[config.mk]
export PLATFORM = sky130hd
export DESIGN_NAME = debug_signal_if
export DESIGN_NICKNAME = d
export VERILOG_FILES = /design/src/debug_if_pkg.sv /design/src/watch_unit.sv /design/src/debug_signal_if.sv
export SDC_FILE = /design/constraint.sdc
export NUM_CORES = 1
export LEC_CHECK = 0
export ABC_CLOCK_PERIOD_IN_PS = 5150
export BUFFER_PORTS_ARGS = -buffer_cell sky130_fd_sc_hd__buf_2
export CAP_MARGIN = 20
export CELL_PAD_IN_SITES_DETAIL_PLACEMENT = 1
export CELL_PAD_IN_SITES_GLOBAL_PLACEMENT = 2
export CORE_MARGIN = 2
export CORE_UTILIZATION = 41
export CTS_CLUSTER_DIAMETER = 150
export CTS_CLUSTER_SIZE = 12
export DETAILED_ROUTE_END_ITERATION = 12
export PLACE_DENSITY = 0.95
export SYNTH_ARGS = -nofsm -noshare
export SYNTH_HDL_FRONTEND = slang
export SYNTH_SLANG_ARGS = --single-unit
[constraint.sdc]
create_clock -name clk_i -period 5.15 [get_ports clk_i]
set_input_delay 0.2575 -clock clk_i [delete_from_list [all_inputs] [get_ports clk_i]]
set_output_delay 0.2575 -clock clk_i [all_outputs]
set_load 0.02 [all_outputs]
[src/debug_if_pkg.sv]
// Purpose: constants and carrier types of the core debug signal interface
// Assumes: 32-bit AHB-Lite register slave, 100 MHz core clock
// Notes: register offsets are byte addresses
// Contract
// - comms_rx_full is high while the receive word has not been read by the core.
// - comms_tx_empty is high while the transmit word holds no data.
// - debug_state_ack is high exactly while the processor is in debug state; the block registers it, so it follows the debug state one cycle late.
// - a low debug_feature_enable disables every debug feature except the watch unit match outputs; the host lowers it only when no debug is needed.
//   the block leaves the comms flags, their interrupt events and instr_executed_flag ungated by it.
// - internal_halt_request goes to the core and is formed from external_halt_request and control bit 1.
// - a halt request enters debug state only once the current instruction has completed.
// - each watch condition input qualifies the match of its own watchpoint unit.
// - external_data_watch lets outside logic flag a data access as a watchpoint hit.
// - external_instr_break lets outside logic mark a fetched instruction as a breakpoint.
// - instr_executed_flag is high only when the previous cycle's execute instruction passed and ran.
// - each watch unit match output is high when its programmed conditions match the buses.
// - a watch unit match output is produced whatever that unit's enable bit says.
// - a high tracking-mode input puts the block into tracking debug mode, chosen by the host.
package debug_if_pkg;

    // register byte offsets
    localparam logic [7:0] OFF_CTRL = 8'h00;
    localparam logic [7:0] OFF_STATUS = 8'h04;
    localparam logic [7:0] OFF_RX_DATA = 8'h08;
    localparam logic [7:0] OFF_TX_DATA = 8'h0c;
    localparam logic [7:0] OFF_COMMS = 8'h10;
    localparam logic [7:0] OFF_IRQ_STAT = 8'h14;
    localparam logic [7:0] OFF_IRQ_CLR = 8'h18;
    localparam logic [7:0] OFF_IRQ_EN = 8'h1c;
    localparam logic [7:0] OFF_UNIT_BASE = 8'h40;
    localparam logic [7:0] UNIT_STRIDE = 8'h20;
    localparam logic [7:0] OFF_U_AVAL = 8'h00;
    localparam logic [7:0] OFF_U_AMASK = 8'h04;
    localparam logic [7:0] OFF_U_DVAL = 8'h08;
    localparam logic [7:0] OFF_U_DMASK = 8'h0c;
    localparam logic [7:0] OFF_U_CTRL = 8'h10;

    // control register fields
    localparam int CTRL_HALT_BIT = 1;
    localparam int CTRL_RESTART_BIT = 2;

    // status register fields
    localparam int ST_DEBUG_BIT = 0;
    localparam int ST_TRACK_BIT = 1;
    localparam int ST_ENABLE_BIT = 2;
    localparam int ST_PEND_BIT = 3;

    // comms status fields
    localparam int CM_RX_FULL_BIT = 0;
    localparam int CM_TX_EMPTY_BIT = 1;

    // interrupt event positions; units 0 and 1 use EV_UNIT0 + n, further units raise no event
    localparam int EV_W = 7;
    localparam int EV_ENTRY = 0;
    localparam int EV_RX = 1;
    localparam int EV_TX = 2;
    localparam int EV_UNIT0 = 3;
    localparam int EV_DWATCH = 5;
    localparam int EV_IBREAK = 6;

    // watch unit control fields
    localparam int UC_W = 4;
    localparam int UC_EN = 0;
    localparam int UC_EXT = 1;
    localparam int UC_WRITE = 2;
    localparam int UC_RW_ANY = 3;

    // reset values
    localparam logic [31:0] WORD_RST = 32'h0000_0000;
    localparam logic [31:0] MASK_RST = 32'hffff_ffff;
    localparam logic [UC_W-1:0] UCTRL_RST = 4'h0;
    localparam logic [EV_W-1:0] EV_RST = 7'h00;

    typedef enum logic {DBG_RUN, DBG_HALTED} dbg_state_e;

    typedef struct packed {
        logic [31:0] addr;
        logic [31:0] data;
        logic write;
    } core_bus_s;

    typedef struct packed {
        logic [31:0] aval;
        logic [31:0] amask;
        logic [31:0] dval;
        logic [31:0] dmask;
        logic [UC_W-1:0] ctrl;
    } watch_cfg_s;

    typedef struct packed {
        logic ext_halt;
        logic feat_en;
        logic track;
        logic dwatch;
        logic ibreak;
        logic rx_wr;
        logic tx_rd;
    } pin_in_s;

endpackage

[src/watch_unit.sv]
// Purpose: one watchpoint comparator with registered match and hit
// Assumes: mask bit set means the bit is ignored
// Notes: match ignores the enable bit, hit honours it
`timescale 1ns/1ns
module watch_unit (
    // clock and reset
    input wire logic clk_i,
    input wire logic sys_rst_i,
    input wire logic ce_i,
    // compare inputs
    input wire debug_if_pkg::watch_cfg_s cfg_i,
    input wire debug_if_pkg::core_bus_s bus_i,
    input wire logic cond_i,
    // results
    output logic match_o,
    output logic hit_o
);
    import debug_if_pkg::*;

    logic addr_ok;
    logic data_ok;
    logic rw_ok;
    logic cond_ok;
    logic next_match;

    always_comb begin
        addr_ok = ((bus_i.addr ^ cfg_i.aval) & ~cfg_i.amask) == 32'h0000_0000;
        data_ok = ((bus_i.data ^ cfg_i.dval) & ~cfg_i.dmask) == 32'h0000_0000;
        rw_ok = cfg_i.ctrl[UC_RW_ANY] | (bus_i.write == cfg_i.ctrl[UC_WRITE]);
        cond_ok = ~cfg_i.ctrl[UC_EXT] | cond_i;
        next_match = addr_ok & data_ok & rw_ok & cond_ok;
    end

    always_ff @(posedge clk_i) begin
        if (sys_rst_i) begin
            match_o <= 1'b0;
            hit_o <= 1'b0;
        end else if (ce_i) begin
            match_o <= next_match;
            hit_o <= next_match & cfg_i.ctrl[UC_EN];
        end
    end
endmodule

[src/debug_signal_if.sv]
// Purpose: debug-side signal logic: halt control, comms flags, watch units, AHB-Lite registers
// Assumes: core-side inputs are on clk_i; pin inputs are asynchronous
// Notes: zero-wait slave, read data is captured in the address phase
`timescale 1ns/1ns
module debug_signal_if #(
    parameter int NUM_UNITS = 2
) (
    // clock, reset, enable
    input wire logic clk_i,
    input wire logic sys_rst_i,
    input wire logic ce_i,
    // ahb-lite slave
    input wire logic hsel_i,
    input wire logic [31:0] haddr_i,
    input wire logic [1:0] htrans_i,
    input wire logic hwrite_i,
    input wire logic [2:0] hsize_i,
    input wire logic [31:0] hwdata_i,
    input wire logic hready_i,
    output logic [31:0] hrdata_o,
    output logic hreadyout_o,
    output logic hresp_o,
    // debug pins from the host side
    input wire logic external_halt_request_i,
    input wire logic debug_feature_enable_i,
    input wire logic tracking_mode_i,
    input wire logic [NUM_UNITS-1:0] watch_unit_condition_i,
    input wire logic external_data_watch_i,
    input wire logic external_instr_break_i,
    // host comms port
    input wire logic [31:0] host_rx_data_i,
    input wire logic host_rx_write_i,
    input wire logic host_tx_read_i,
    output logic [31:0] comms_tx_data_o,
    // core side
    input wire debug_if_pkg::core_bus_s core_bus_i,
    input wire logic instr_done_i,
    input wire logic exec_valid_i,
    input wire logic cond_pass_i,
    // status outputs
    output logic comms_rx_full_o,
    output logic comms_tx_empty_o,
    output logic debug_state_ack_o,
    output logic internal_halt_request_o,
    output logic instr_executed_flag_o,
    output logic [NUM_UNITS-1:0] watch_unit_match_o,
    output logic irq_o
);
    import debug_if_pkg::*;

    // pin synchronisers
    pin_in_s pin_meta;
    pin_in_s pin_sync;
    logic [NUM_UNITS-1:0] cond_meta;
    logic [NUM_UNITS-1:0] cond_sync;
    logic [31:0] rx_meta;
    logic [31:0] rx_sync;
    logic rx_wr_q;
    logic tx_rd_q;

    always_ff @(posedge clk_i) begin
        if (sys_rst_i) begin
            pin_meta <= '0;
            pin_sync <= '0;
            cond_meta <= '0;
            cond_sync <= '0;
            rx_meta <= WORD_RST;
            rx_sync <= WORD_RST;
            rx_wr_q <= 1'b0;
            tx_rd_q <= 1'b0;
        end else if (ce_i) begin
            pin_meta <= '{ext_halt: external_halt_request_i, feat_en: debug_feature_enable_i,
                          track: tracking_mode_i, dwatch: external_data_watch_i,
                          ibreak: external_instr_break_i, rx_wr: host_rx_write_i,
                          tx_rd: host_tx_read_i};
            pin_sync <= pin_meta;
            cond_meta <= watch_unit_condition_i;
            cond_sync <= cond_meta;
            rx_meta <= host_rx_data_i;
            rx_sync <= rx_meta;
            rx_wr_q <= pin_sync.rx_wr;
            tx_rd_q <= pin_sync.tx_rd;
        end
    end

    logic host_wr_evt;
    logic host_rd_evt;
    logic feat_en;
    assign host_wr_evt = pin_sync.rx_wr & ~rx_wr_q;
    assign host_rd_evt = pin_sync.tx_rd & ~tx_rd_q;
    assign feat_en = pin_sync.feat_en;

    // ahb-lite address phase
    logic addr_take;
    logic wr_pend;
    logic [7:0] wr_addr;
    logic wr_en;
    logic rd_take;
    logic [7:0] rd_addr;
    assign addr_take = hsel_i & htrans_i[1] & hready_i;
    assign rd_take = addr_take & ~hwrite_i;
    assign rd_addr = haddr_i[7:0];
    assign wr_en = wr_pend & ce_i;

    always_ff @(posedge clk_i) begin
        if (sys_rst_i) begin
            wr_pend <= 1'b0;
            wr_addr <= 8'h00;
            hreadyout_o <= 1'b1;
            hresp_o <= 1'b0;
        end else if (ce_i) begin
            wr_pend <= addr_take & hwrite_i;
            if (addr_take) begin
                wr_addr <= haddr_i[7:0];
            end
            hreadyout_o <= 1'b1;
            hresp_o <= 1'b0;
        end
    end

    function automatic logic hit_reg(input logic [7:0] a, input logic [7:0] off);
        hit_reg = (a == off);
    endfunction

    // control and enable registers
    logic ctrl_halt;
    logic [EV_W-1:0] irq_en;
    logic restart;
    assign restart = wr_en & hit_reg(wr_addr, OFF_CTRL) & hwdata_i[CTRL_RESTART_BIT];

    always_ff @(posedge clk_i) begin
        if (sys_rst_i) begin
            ctrl_halt <= WORD_RST[CTRL_HALT_BIT];
            irq_en <= EV_RST;
        end else if (ce_i) begin
            if (wr_en & hit_reg(wr_addr, OFF_CTRL)) begin
                ctrl_halt <= hwdata_i[CTRL_HALT_BIT];
            end
            if (wr_en & hit_reg(wr_addr, OFF_IRQ_EN)) begin
                irq_en <= hwdata_i[EV_W-1:0];
            end
        end
    end

    // watch unit configuration and instances
    watch_cfg_s ucfg [NUM_UNITS];
    logic [NUM_UNITS-1:0] unit_hit;

    genvar u;
    generate
        for (u = 0; u < NUM_UNITS; u++) begin : g_unit
            localparam logic [7:0] BASE = 8'(OFF_UNIT_BASE + u * UNIT_STRIDE);
            always_ff @(posedge clk_i) begin
                if (sys_rst_i) begin
                    ucfg[u] <= '{aval: WORD_RST, amask: MASK_RST, dval: WORD_RST,
                                 dmask: MASK_RST, ctrl: UCTRL_RST};
                end else if (wr_en) begin
                    if (hit_reg(wr_addr, 8'(BASE + OFF_U_AVAL))) begin
                        ucfg[u].aval <= hwdata_i;
                    end
                    if (hit_reg(wr_addr, 8'(BASE + OFF_U_AMASK))) begin
                        ucfg[u].amask <= hwdata_i;
                    end
                    if (hit_reg(wr_addr, 8'(BASE + OFF_U_DVAL))) begin
                        ucfg[u].dval <= hwdata_i;
                    end
                    if (hit_reg(wr_addr, 8'(BASE + OFF_U_DMASK))) begin
                        ucfg[u].dmask <= hwdata_i;
                    end
                    if (hit_reg(wr_addr, 8'(BASE + OFF_U_CTRL))) begin
                        ucfg[u].ctrl <= hwdata_i[UC_W-1:0];
                    end
                end
            end
            watch_unit i_unit (
                .clk_i(clk_i),
                .sys_rst_i(sys_rst_i),
                .ce_i(ce_i),
                .cfg_i(ucfg[u]),
                .bus_i(core_bus_i),
                .cond_i(cond_sync[u]),
                .match_o(watch_unit_match_o[u]),
                .hit_o(unit_hit[u])
            );
        end
    endgenerate

    // halt request to the core
    logic halt_req;
    assign halt_req = (pin_sync.ext_halt | ctrl_halt) & feat_en;

    always_ff @(posedge clk_i) begin
        if (sys_rst_i) begin
            internal_halt_request_o <= 1'b0;
        end else if (ce_i) begin
            internal_halt_request_o <= halt_req;
        end
    end

    // break and watch hits held until the instruction boundary
    logic brk_pend;
    logic new_hit;
    assign new_hit = (|unit_hit) | pin_sync.dwatch | pin_sync.ibreak;

    // debug state machine
    dbg_state_e state;
    logic enter;
    // tracking mode reports hits but does not stop the core
    assign enter = feat_en & instr_done_i & (halt_req | (brk_pend & ~pin_sync.track));

    always_ff @(posedge clk_i) begin
        if (sys_rst_i) begin
            state <= DBG_RUN;
            brk_pend <= 1'b0;
        end else if (ce_i) begin
            case (state)
                DBG_RUN: begin
                    if (enter) begin
                        state <= DBG_HALTED;
                        brk_pend <= 1'b0;
                    end else if (feat_en & new_hit & ~pin_sync.track) begin
                        brk_pend <= 1'b1;
                    end else if (~feat_en) begin
                        brk_pend <= 1'b0;
                    end
                end
                DBG_HALTED: begin
                    if (restart | ~feat_en) begin
                        state <= DBG_RUN;
                    end
                end
                default: begin
                    state <= DBG_RUN;
                end
            endcase
        end
    end

    always_ff @(posedge clk_i) begin
        if (sys_rst_i) begin
            debug_state_ack_o <= 1'b0;
        end else if (ce_i) begin
            debug_state_ack_o <= (state == DBG_HALTED);
        end
    end

    // instruction executed flag
    always_ff @(posedge clk_i) begin
        if (sys_rst_i) begin
            instr_executed_flag_o <= 1'b0;
        end else if (ce_i) begin
            instr_executed_flag_o <= exec_valid_i & cond_pass_i;
        end
    end

    // comms channel words and flags
    logic [31:0] rx_word;
    logic rx_read;
    logic tx_write;
    assign rx_read = rd_take & hit_reg(rd_addr, OFF_RX_DATA);
    assign tx_write = wr_en & hit_reg(wr_addr, OFF_TX_DATA);

    always_ff @(posedge clk_i) begin
        if (sys_rst_i) begin
            rx_word <= WORD_RST;
            comms_rx_full_o <= 1'b0;
            comms_tx_empty_o <= 1'b1;
            comms_tx_data_o <= WORD_RST;
        end else if (ce_i) begin
            if (host_wr_evt) begin
                rx_word <= rx_sync;
                comms_rx_full_o <= 1'b1;
            end else if (rx_read) begin
                comms_rx_full_o <= 1'b0;
            end
            if (tx_write) begin
                comms_tx_data_o <= hwdata_i;
                comms_tx_empty_o <= 1'b0;
            end else if (host_rd_evt) begin
                comms_tx_empty_o <= 1'b1;
            end
        end
    end

    // interrupt status, set wins over clear
    logic [EV_W-1:0] irq_stat;
    logic [EV_W-1:0] ev_set;
    logic [EV_W-1:0] ev_clr;

    always_comb begin
        ev_set = EV_RST;
        ev_set[EV_ENTRY] = enter & (state == DBG_RUN);
        ev_set[EV_RX] = host_wr_evt;
        ev_set[EV_TX] = host_rd_evt & ~comms_tx_empty_o;
        ev_set[EV_DWATCH] = pin_sync.dwatch & feat_en;
        ev_set[EV_IBREAK] = pin_sync.ibreak & feat_en;
        for (int k = 0; k < 2 && k < NUM_UNITS; k++) begin
            ev_set[EV_UNIT0 + k] = unit_hit[k] & feat_en;
        end
        ev_clr = EV_RST;
        if (wr_en & hit_reg(wr_addr, OFF_IRQ_CLR)) begin
            ev_clr = hwdata_i[EV_W-1:0];
        end
    end

    always_ff @(posedge clk_i) begin
        if (sys_rst_i) begin
            irq_stat <= EV_RST;
            irq_o <= 1'b0;
        end else if (ce_i) begin
            irq_stat <= (irq_stat & ~ev_clr) | ev_set;
            irq_o <= |(((irq_stat & ~ev_clr) | ev_set) & irq_en);
        end
    end

    // read mux, captured in the address phase
    logic [31:0] rd_word;

    always_comb begin
        rd_word = WORD_RST;
        case (rd_addr)
            OFF_CTRL: rd_word[CTRL_HALT_BIT] = ctrl_halt;
            OFF_STATUS: begin
                rd_word[ST_DEBUG_BIT] = (state == DBG_HALTED);
                rd_word[ST_TRACK_BIT] = pin_sync.track;
                rd_word[ST_ENABLE_BIT] = feat_en;
                rd_word[ST_PEND_BIT] = brk_pend;
            end
            OFF_RX_DATA: rd_word = rx_word;
            OFF_COMMS: begin
                rd_word[CM_RX_FULL_BIT] = comms_rx_full_o;
                rd_word[CM_TX_EMPTY_BIT] = comms_tx_empty_o;
            end
            OFF_IRQ_STAT: rd_word[EV_W-1:0] = irq_stat;
            OFF_IRQ_EN: rd_word[EV_W-1:0] = irq_en;
            default: begin
                for (int k = 0; k < NUM_UNITS; k++) begin
                    if (rd_addr == 8'(OFF_UNIT_BASE + k * UNIT_STRIDE + OFF_U_AVAL)) begin
                        rd_word = ucfg[k].aval;
                    end
                    if (rd_addr == 8'(OFF_UNIT_BASE + k * UNIT_STRIDE + OFF_U_AMASK)) begin
                        rd_word = ucfg[k].amask;
                    end
                    if (rd_addr == 8'(OFF_UNIT_BASE + k * UNIT_STRIDE + OFF_U_DVAL)) begin
                        rd_word = ucfg[k].dval;
                    end
                    if (rd_addr == 8'(OFF_UNIT_BASE + k * UNIT_STRIDE + OFF_U_DMASK)) begin
                        rd_word = ucfg[k].dmask;
                    end
                    if (rd_addr == 8'(OFF_UNIT_BASE + k * UNIT_STRIDE + OFF_U_CTRL)) begin
                        rd_word[UC_W-1:0] = ucfg[k].ctrl;
                    end
                end
            end
        endcase
    end

    always_ff @(posedge clk_i) begin
        if (sys_rst_i) begin
            hrdata_o <= WORD_RST;
        end else if (ce_i) begin
            if (rd_take) begin
                hrdata_o <= rd_word;
            end
        end
    end

endmodule

== Word level (Yosys, flattened, before mapping) ==
Memories as Yosys holds them, arrays and structs flattened.
Index checks and enable logic that the tools add are counted.
Word-level totals
  register bits after elaboration: 216
  latch bits: 0
  output and inout bits: 74
  memories: 1
  RAM bits: 264
  bits in read-only memories: 0
  word-level logic and storage cells: 250
Operators by class
  $mul: 0
  $add $sub $neg: 0
  shifts and indexed selects: 0
  bitwise operators: 78
  $lt $le $gt $ge: 0
  equal/unequal tests: 31
  div/mod/pow operators: 0
  reduce and logical (&&, ||, !) cells: 22
  multiplexer cells: 78
Memories
  ucfg: words 2, bits a word 132, read ports 2, clocked after Yosys merged registers in 0, wr ports 2, line debug_signal_if.sv:146  | watch_cfg_s ucfg [NUM_UNITS];
Operators by type and width (count)
  two-way mux 32 bit: 16
  == test 8 x 7 -> 1 bit, second input constant: 20
  AND 32 bit: 4
  logical NOT 32 bit: 4
  NOT 32 bit: 4
  bitwise XOR 32 bit: 4
  two-way mux 1 bit: 51
  case mux 25 bit (2 select lines): 1
  == test 8 x 5 -> 1 bit, second input constant: 5
  AND 1 bit: 34
  OR 1 bit: 19
  == test 8 x 4 -> 1 bit, second input constant: 2
  logical NOT 8 bit: 2
  two-way mux 4 bit: 4
  AND reduction 2 bit: 8
  AND 7 bit: 2
  case mux 1 bit (6 select lines): 2
  case mux 3 bit (4 select lines): 1
  case mux 2 bit (5 select lines): 1
  NOT 1 bit: 9
  == test 8 x 3 -> 1 bit, second input constant: 1
  two-way mux 7 bit: 1
  NOT 7 bit: 1
  OR 7 bit: 1
  9 further kinds: 12

== Longest topological paths before layout ==
Gate-level depths: netlist of the first run.
  depth in word-level cells: 12
  gate-level depth with buffers: 10
  gate-level depth less buffers: 6

== Hierarchy ==
From an unflattened synthesis of the first run, not the netlist that was laid out.
Second synthesis, totals
  cells, all modules: 2245
  area, all modules: 23054.6 um^2
Modules (own cells, without submodules)
  debug_signal_if: area each 21187.8 um^2, times used 1, cells each 2009
  watch_unit: area each 933.4 um^2, times used 2, cells each 118

== Worst setup path before layout of the first run ==
Ideal clock, no wire load.
  kind: register -> register
  start point: reg wr_addr[0]
  end point: mem ucfg[1][68] (netlist bit), enable pin
  arrival: 2589 ps
  cell stages (with the launch flop): 7
  setup slack: 2133 ps
  required time: 4722 ps
  setup time: 428 ps
  period minus slack after synthesis: 3017 ps
  path through: dfxtp_1 > nor2_1 > nand2_1 > nor2_1 > inv_1 > clkbuf_1 > o21bai_1
RTL lines
  from (decl): line debug_signal_if.sv:96  | logic [7:0] wr_addr;
  from (signal assigned): line debug_signal_if.sv:114  | wr_addr <= haddr_i[7:0];
  to (decl): line debug_signal_if.sv:146

== Final worst setup path of the first run ==
  start point: in haddr_i[3]
  end point: reg hrdata_o[28]
Between the ends
  longest elaborated chain between the ends: 10
  elaborated cells between the ends (all ways): 24
  classes of those cells: eq/ne (13); mux (9); reduce/logical (2)
RTL lines
  from (decl): line debug_signal_if.sv:14  | input wire logic [31:0] haddr_i,
  == test 8 x 7 -> 1 bit: line debug_signal_if.sv:338  | if (rd_addr == 8'(OFF_UNIT_BASE + k * UNIT_STRIDE + OFF_U_AVAL)) begin
  two-way mux 32 bit: line debug_signal_if.sv:338
  two-way mux 32 bit: line debug_signal_if.sv:341  | if (rd_addr == 8'(OFF_UNIT_BASE + k * UNIT_STRIDE + OFF_U_AMASK)) begin
  two-way mux 32 bit: line debug_signal_if.sv:344  | if (rd_addr == 8'(OFF_UNIT_BASE + k * UNIT_STRIDE + OFF_U_DVAL)) begin
  two-way mux 32 bit: line debug_signal_if.sv:347  | if (rd_addr == 8'(OFF_UNIT_BASE + k * UNIT_STRIDE + OFF_U_DMASK)) begin
  two-way mux 32 bit: line debug_signal_if.sv:338
  two-way mux 32 bit: line debug_signal_if.sv:341
  two-way mux 32 bit: line debug_signal_if.sv:344
  two-way mux 32 bit: line debug_signal_if.sv:347
  case mux 25 bit (2 select lines) *: line debug_signal_if.sv:321  | case (rd_addr)
  to (signal assigned): line debug_signal_if.sv:363  | hrdata_o <= rd_word;
  to (decl): line debug_signal_if.sv:20  | output logic [31:0] hrdata_o,
Mark *: on every way between the ends. The rest lies on a longest branch, timed or not.
A chain may end at the register's enable or synchronous reset.

==> metrics.txt, run 1 <==
outcome finished clean; yosys warns 0; count of cell types in the netlist 74; post-DP HPWL 60,800 microns; Worst R2R Setup Slack 2.23 ns; # rows 85; # DRC 0; adder-cell share of the synthesized area 0; CTS tree done; worst hold path type in -> reg; Cells after Synth 2,190; main combinational cell family by area after synthesis simple AND/OR/NAND/NOR gates; Primary FF master, synth edfxtp_1; layout cell share with drive strength beyond 1 0.169; mux contribution to synthesized area 0.0520; Reg clk slew, reported paths 0.06 ns; Buf/Inv on CP 3; Total Neg Setup Slack 0 ns; xor/xnor cell area share of the yosys netlist 0.0513; WP depth 8; antenna diode count 0; largest net degree at the start of global routing 103; Yosys top cell area share 0.355; critical path class in -> reg; achievable frequency 317 MHz; H-Tree Depth 2; CTS sink cnt 480; Post-synth top cells 264 x edfxtp_1, 235 x nand2_1, 216 x dfxtp_1, 164 x nor2_1, 137 x a21oi_1; Slew HR 0.230; Synth Area in Simple Gates 0.186; vias post-DR 19,300; total CTS buffers 45; Worst path top cell family by delay buffers and inverters; Setup-failing EPs final 0; initial antenna violation count 3; hold slack 0.0200 ns; Mapped Area 0.0224 sq mm; Layout Nets 2,588; insertion delay to the later sink of the worst-skew pair 0.60 ns; number of global-route vias before repair 19,300; sequential cell area fraction in the yosys report 0.548; Die Y 238 microns; Yosys top cell by area edfxtp_1; clk buf depth 3; grt total ovfl 0; cell with the most instances after synthesis edfxtp_1; Area Growth Syn to Fin 16.2%; Worst EP arrival 3.58 ns; synth top area cells edfxtp_1 35%, dfxtp_1 19%, xnor2_1 5.1%, mux2i_1 4.7%, nand2_1 3.9%; Final Cell Area 0.0260 sq mm; max-cap violations 0; io pins 258; core box area 0.0539 sq mm; Hold Fails Final Rpt 0; Overall Power 8.01 mW; vias per cell 6.16; CP Cell Sequence buf_4, buf_4, nand2b_1, a21oi_2, buf_4, o21ai_0, a21oi_1, o22ai_1; Leak 9.16 nW; Final Cycle Share 0.612; gp weighted congestion 0.945; Max Clock Skew 0.0233 ns; fin crit period 3.15 ns; Die ar. 0.0564 sq mm; Routed WL per cell 28.4 microns; CP max stage delay 0.67 ns; hold path depth 3; VDD IR max 0.214 mV; Synth Area in Compound Gates 0.131; Critical Path Fanout Max 52; number of flops mapped to enable cells by yosys 264; post-route ant nets 0; GRT Total Usage 0.310; CP most frequent cell buf_4; Starting DRT DRC Count 2,222; clock root buffer clkbuf_16; Crit. End Element register; Post-Syn Nets 2,374; pwr dens 308 mW/mm^2; Slowest cell on crit path buf_4; number of synthesized register bits 480; DRT Pass-1 Iters 6; Initial Util 0.415; global-route wire length before repair 128,000 microns; Slew @ Worst Pin 1.15 ns; async set-reset flop share out of synthesis 0; R2R cell count 6; Worst Path Required 5.58 ns; Post-DP Area 0.0240 sq mm; Setup crit start kind input port; I/O Buffers 227; RSZ-0062 raised after global routing no; routed wire length 88,900 microns; die width 238 microns; per-instance average area after synthesis 10.2 sq um; Max Slew Vio Count 0
## cells by family after synthesis
logic type             after synthesis
buffers and inverters              170
XOR/XNOR                           131
multiplexers                       113
AND/OR/NAND/NOR                    822
AO/OA/AOI/OAI                      472
flip-flops                         480
other                                2
## metrics by stage
step / instances / worst slack [ns] / utilization
final: 3128 / 2.00 / 0.482
after global routing: 3128 / 1.98 / 0.482
after CTS: 3127 / 2.26 / 0.481
after detailed placement: 2990 / 1.66 / 0.446
after global placement: 2990 / 1.69 / 0.446
after floorplan: 2190 / 2.13 / -
## per-layer routing
layer,track usage,up-vias,share of wire
li1,-,8274,-
met1,0.409,9650,0.39
met2,0.492,1097,0.45
met3,0.0596,241,0.10
met4,0.145,4,0.050
met5,0,-,0.00030
## timing repair
item	CTS	global route
endpoints found under the hold margin	62	0
hold buffers	62	0
setup endpoints to repair	0	0
gates resized for setup	0	0
setup buffers	0	0
## cell type report
type                       count  area (sq um)
clock buffer                  74          1280
clock inverter                 1          8.76
fill                        5916         27900
inverter                      13          48.8
multi-input combinational   1540          9460
sequential                   480         12300
tap                          696           871
timing repair buffer         324          2050
## worst paths after layout
path                                     startpoint                endpoint
worst max-delay path                     haddr_i[3]            hrdata_o[28]
worst min-delay path                   hwdata_i[16]     comms_tx_data_o[16]
worst max register to register         ucfg[0][102]  g_unit[0].i_unit.hit_o
worst min register to register  comms_tx_data_o[26]     comms_tx_data_o[26]
## power by group
| group | leakage [nW] | switching [mW] | internal, mW | total, mW |
|---|---|---|---|---|
| Combinational | 4.52 | 0.435 | 0.237 | 0.672 |
| Sequential | 4.03 | 0.0605 | 4.10 | 4.16 |
| Clock | 0.616 | 1.49 | 1.68 | 3.17 |
## flip-flops by register name, summed over array words and instances, names as in the netlist, 2 cells and up
register,cells
pin_meta,7
ucfg,264
pin_sync,6
g_unit.i_unit.match_o,2
cond_meta,2
rx_meta,32
g_unit.i_unit.hit_o,2
cond_sync,2
irq_en,7
comms_tx_data_o,32
irq_stat,7
hrdata_o,32
rx_sync,32
rx_word,32
wr_addr,8
## tightest hold or removal path, delay by kind of cell
| kind | cells | cell delay, ns |
|---|---|---|
| buf+inv | 1 | 0.17 |
| simple gates | 1 | 0.08 |
| compound gates | 1 | 0.06 |
## cell usage in the layout, fill, tap and decap left out, drive strengths merged, types with 4 or more instances in the layout
| cell | Yosys | layout |
|---|---|---|
| a21o | 6 | 6 |
| a21oi | 137 | 137 |
| a221oi | 11 | 11 |
| a22oi | 29 | 29 |
| a2bb2oi | 17 | 17 |
| a311oi | 4 | 4 |
| a31oi | 4 | 4 |
| a32oi | 10 | 10 |
| and2 | 110 | 110 |
| and3 | 42 | 42 |
| buf | 46 | 262 |
| clkbuf | 111 | 74 |
| dfxtp | 216 | 216 |
| dlygate4sd3 | 0 | 62 |
| edfxtp | 264 | 264 |
| inv | 13 | 14 |
| mux2 | 6 | 6 |
| mux2i | 105 | 105 |
| nand2 | 235 | 235 |
| nand2b | 27 | 27 |
| nand3 | 37 | 37 |
| nand3b | 5 | 5 |
| nand4 | 5 | 5 |
| nor2 | 169 | 169 |
| nor2b | 6 | 6 |
| nor3 | 21 | 21 |
| nor4 | 21 | 21 |
| o211ai | 20 | 20 |
| o21ai | 97 | 97 |
| o21bai | 8 | 8 |
| o221ai | 10 | 10 |
| o22ai | 93 | 93 |
| or2 | 64 | 64 |
| or3 | 66 | 66 |
| xnor2 | 130 | 130 |
Power figures use the tool's default switching activity.
==> run 2: changes to the inputs <==
--- a/config.mk
+++ b/config.mk
@@ -5,17 +5,17 @@
 export SDC_FILE = /design/constraint.sdc
 export NUM_CORES = 1
 export LEC_CHECK = 0
-export ABC_CLOCK_PERIOD_IN_PS = 5150
+export ABC_CLOCK_PERIOD_IN_PS = 3100
 export BUFFER_PORTS_ARGS = -buffer_cell sky130_fd_sc_hd__buf_2
 export CAP_MARGIN = 20
 export CELL_PAD_IN_SITES_DETAIL_PLACEMENT = 1
 export CELL_PAD_IN_SITES_GLOBAL_PLACEMENT = 2
 export CORE_MARGIN = 2
-export CORE_UTILIZATION = 41
+export CORE_UTILIZATION = 38
 export CTS_CLUSTER_DIAMETER = 150
 export CTS_CLUSTER_SIZE = 12
 export DETAILED_ROUTE_END_ITERATION = 12
-export PLACE_DENSITY = 0.95
+export PLACE_DENSITY = 0.92
 export SYNTH_ARGS = -nofsm -noshare
 export SYNTH_HDL_FRONTEND = slang
 export SYNTH_SLANG_ARGS = --single-unit
==> constraint.sdc (replaced) <==
create_clock -name clk_i -period 3.1 [get_ports clk_i]
set_input_delay 0.155 -clock clk_i [delete_from_list [all_inputs] [get_ports clk_i]]
set_output_delay 0.155 -clock clk_i [all_outputs]
set_load 0.02 [all_outputs]
==> run 2 against run 1 <==
Net effect:
- register-to-register slack lost 1.5 ns
- non-clock buffer count increased by 57
- count of clock-buffer cells in the layout down 2
- critical path type unchanged
- critical endpoint is now hrdata_o[29]
- routed wire length up 1.9%
- power up 66%
- global-route usage fell by 1.6 points
- sequential share of layout area decreased by 1.1 points
- utilization is 2.3 points lower
- final cell count rose by 4.0%
- die area grew 7.8%
==> metrics.txt, run 2 (synthesized netlist as in run 1, its figures left out) <==
initial antenna violation count 6 (+3); CTS sink cnt 480 (unchanged); clock root buffer clkbuf_16; gp weighted congestion 0.962 (+1.8%); Placed Cells 3,091 (+3.4%); io pins 258 (unchanged); Post-DP Area 0.0244 sq mm (+1.6%); pre-CTS setup slack 0.619 ns (-1.04 ns); fin cells 3,253 (+4.0%); global-route wire length before repair 131,000 microns (+2.0%); Hold Fails Final Rpt 0 (unchanged); RR Endpoint ucfg[0][82]; HP Start hwdata_i[5]; Setup crit start kind input port; DRT Pass-1 Iters 5 (-1); Die Y 247 microns (+3.8%); Die ar. 0.0608 sq mm (+7.8%); Final Cell Area 0.0266 sq mm (+2.4%); die width 247 microns (+3.8%); most frequent cells in the layout 264 x edfxtp_1, 235 x nand2_1, 224 x buf_2, 216 x dfxtp_1, 164 x nor2_1; number of global-route vias before repair 19,600 (+1.6%); Crit. End Element register; # DRC 0 (unchanged); Worst path top cell family by delay buffers and inverters; Post-CTS Setup Bufs 0 (unchanged); Top reg by flops ucfg; Worst R2R Setup Slack 0.71 ns (-1.52 ns); outcome finished clean; hold slack 0.0368 ns (+0.0168 ns); grt total ovfl 0 (unchanged); GRT Total Usage 0.293 (-0.0164); Reg clk slew, reported paths 0.07 ns (about the same); Worst Hold End comms_tx_data_o[5]; final worst slack 0.677 ns (-1.32 ns); Slew @ Worst Pin 0.871 ns (-0.281 ns); Core Util, Final 0.459 (-0.0226); total CTS buffers 45 (unchanged); hold path depth 3 (unchanged); Overall Power 13.3 mW (+66%); worst hold path type in -> reg; Critical Path Fanout Max 9 (-83%); most common cell after layout, fill and taps aside edfxtp_1; Final Cycle Share 0.782; Slowest cell on crit path dlygate4sd3_1; post-route ant nets 0 (unchanged); clk buf depth 3 (unchanged); Buf/Inv on CP 3 (unchanged); Post-CTS Resized 0 (unchanged); Layout Nets 2,645 (+2.2%); max-cap violations 0 (unchanged); RR Startpoint wr_addr[4]; H-Tree Depth 2 (unchanged); routed wire length 90,600 microns (+1.9%); critical path class in -> reg; max reg flops 264 (unchanged); vias per cell 5.92 (-3.8%); hold buffer count at CTS 88 (+42%); Max Clock Skew 0.0285 ns (+0.00517 ns); achievable frequency 413 MHz; insertion delay to the later sink of the worst-skew pair 0.61 ns (about the same); largest net degree at the start of global routing 158 (+53%); Leak 9.43 nW (+3.0%); I/O Buffers 227 (unchanged); CP Cell Sequence dlygate4sd3_1, buf_2, nor2_2, nand2_1, buf_4, o211ai_1, nand3_1, a21oi_1, o22ai_1; core box area 0.0579 sq mm (+7.4%); fin crit period 2.42 ns; # rows 88 (+3.5%); RSZ-0062 raised after global routing no; Setup-failing EPs final 0 (unchanged); vias post-DR 19,300 (+0.042%); VDD IR max 0.372 mV (+73%); CTS tree done; layout cell share with drive strength beyond 1 0.174 (+0.00505); Max Slew Vio Count 0 (unchanged); Area Growth Syn to Fin 18.9%; CP max stage delay 0.53 ns (-0.14 ns); Routed WL per cell 27.9 microns (-2.0%); Initial Util 0.386 (-0.0286); antenna diode count 0 (unchanged); pwr dens 501 mW/mm^2 (+63%); post-DP HPWL 62,100 microns (+2.1%); Starting DRT DRC Count 2,120 (-4.6%); Total Neg Setup Slack 0 ns (unchanged); Slew HR 0.420 (+0.189); R2R cell count 6 (unchanged); Fill cells 6,470 (+9.4%); Worst EP arrival 2.89 ns (-0.69 ns); Worst Path Required 3.56 ns (-2.02 ns)
==> run 2: cell types whose count changed in the layout (fill, tap and decap cells not counted), sizes merged <==
cell         delta
buf            +31
clkbuf          -2
clkinv          +1
dlygate4sd3    +26
==> run 2: worst max-delay path by stage <==
stage          startpoint           end  cells past startpoint
2_1_floorplan  wr_addr[0]   ucfg[1][68]                      6
3_3_place_gp   haddr_i[3]  hrdata_o[29]                      8
3_5_place_dp   haddr_i[3]  hrdata_o[14]                      8
4_1_cts        haddr_i[0]  hrdata_o[14]                      9
5_1_grt        haddr_i[0]  hrdata_o[14]                      9
6_report       haddr_i[0]  hrdata_o[29]                      9
==> run 2: worst register-to-register path: stages (launching register included) <==
cell and delay [ns]:
dfxtp_1 0.34, and2b_1 0.25, and2_1 0.19, nor2b_1 0.27
nand2b_1 0.25, buf_4 0.40, or3_1 0.45
==> run 2: area by class of cell <==
cell class	count	area, sq um	share of cell area
sequential	480	12300	0.461
multi-input combinational	1540	9440	0.355
timing repair buffer	381	2600	0.0979
clock buffer	72	1250	0.0470
tap	765	957	0.0360
inverter	13	48.8	0.00184
clock inverter	2	36.3	0.00136
==> run 2: report_power, final <==
part | internal, mW | total (mW) | leakage, nW | switching (mW)
Combinational | 0.433 | 1.18 | 4.79 | 0.743
Clock | 2.76 | 5.23 | 0.614 | 2.48
Sequential | 6.82 | 6.92 | 4.03 | 0.100
==> run 2: metal layers <==
| layer | global-route usage | wire length (microns) | share of wire |
|---|---|---|---|
| met5 | 0 | 41 | 0.00045 |
| met4 | 0.129 | 4220 | 0.047 |
| met3 | 0.0592 | 8840 | 0.098 |
| met1 | 0.390 | 36300 | 0.40 |
| met2 | 0.463 | 41200 | 0.45 |
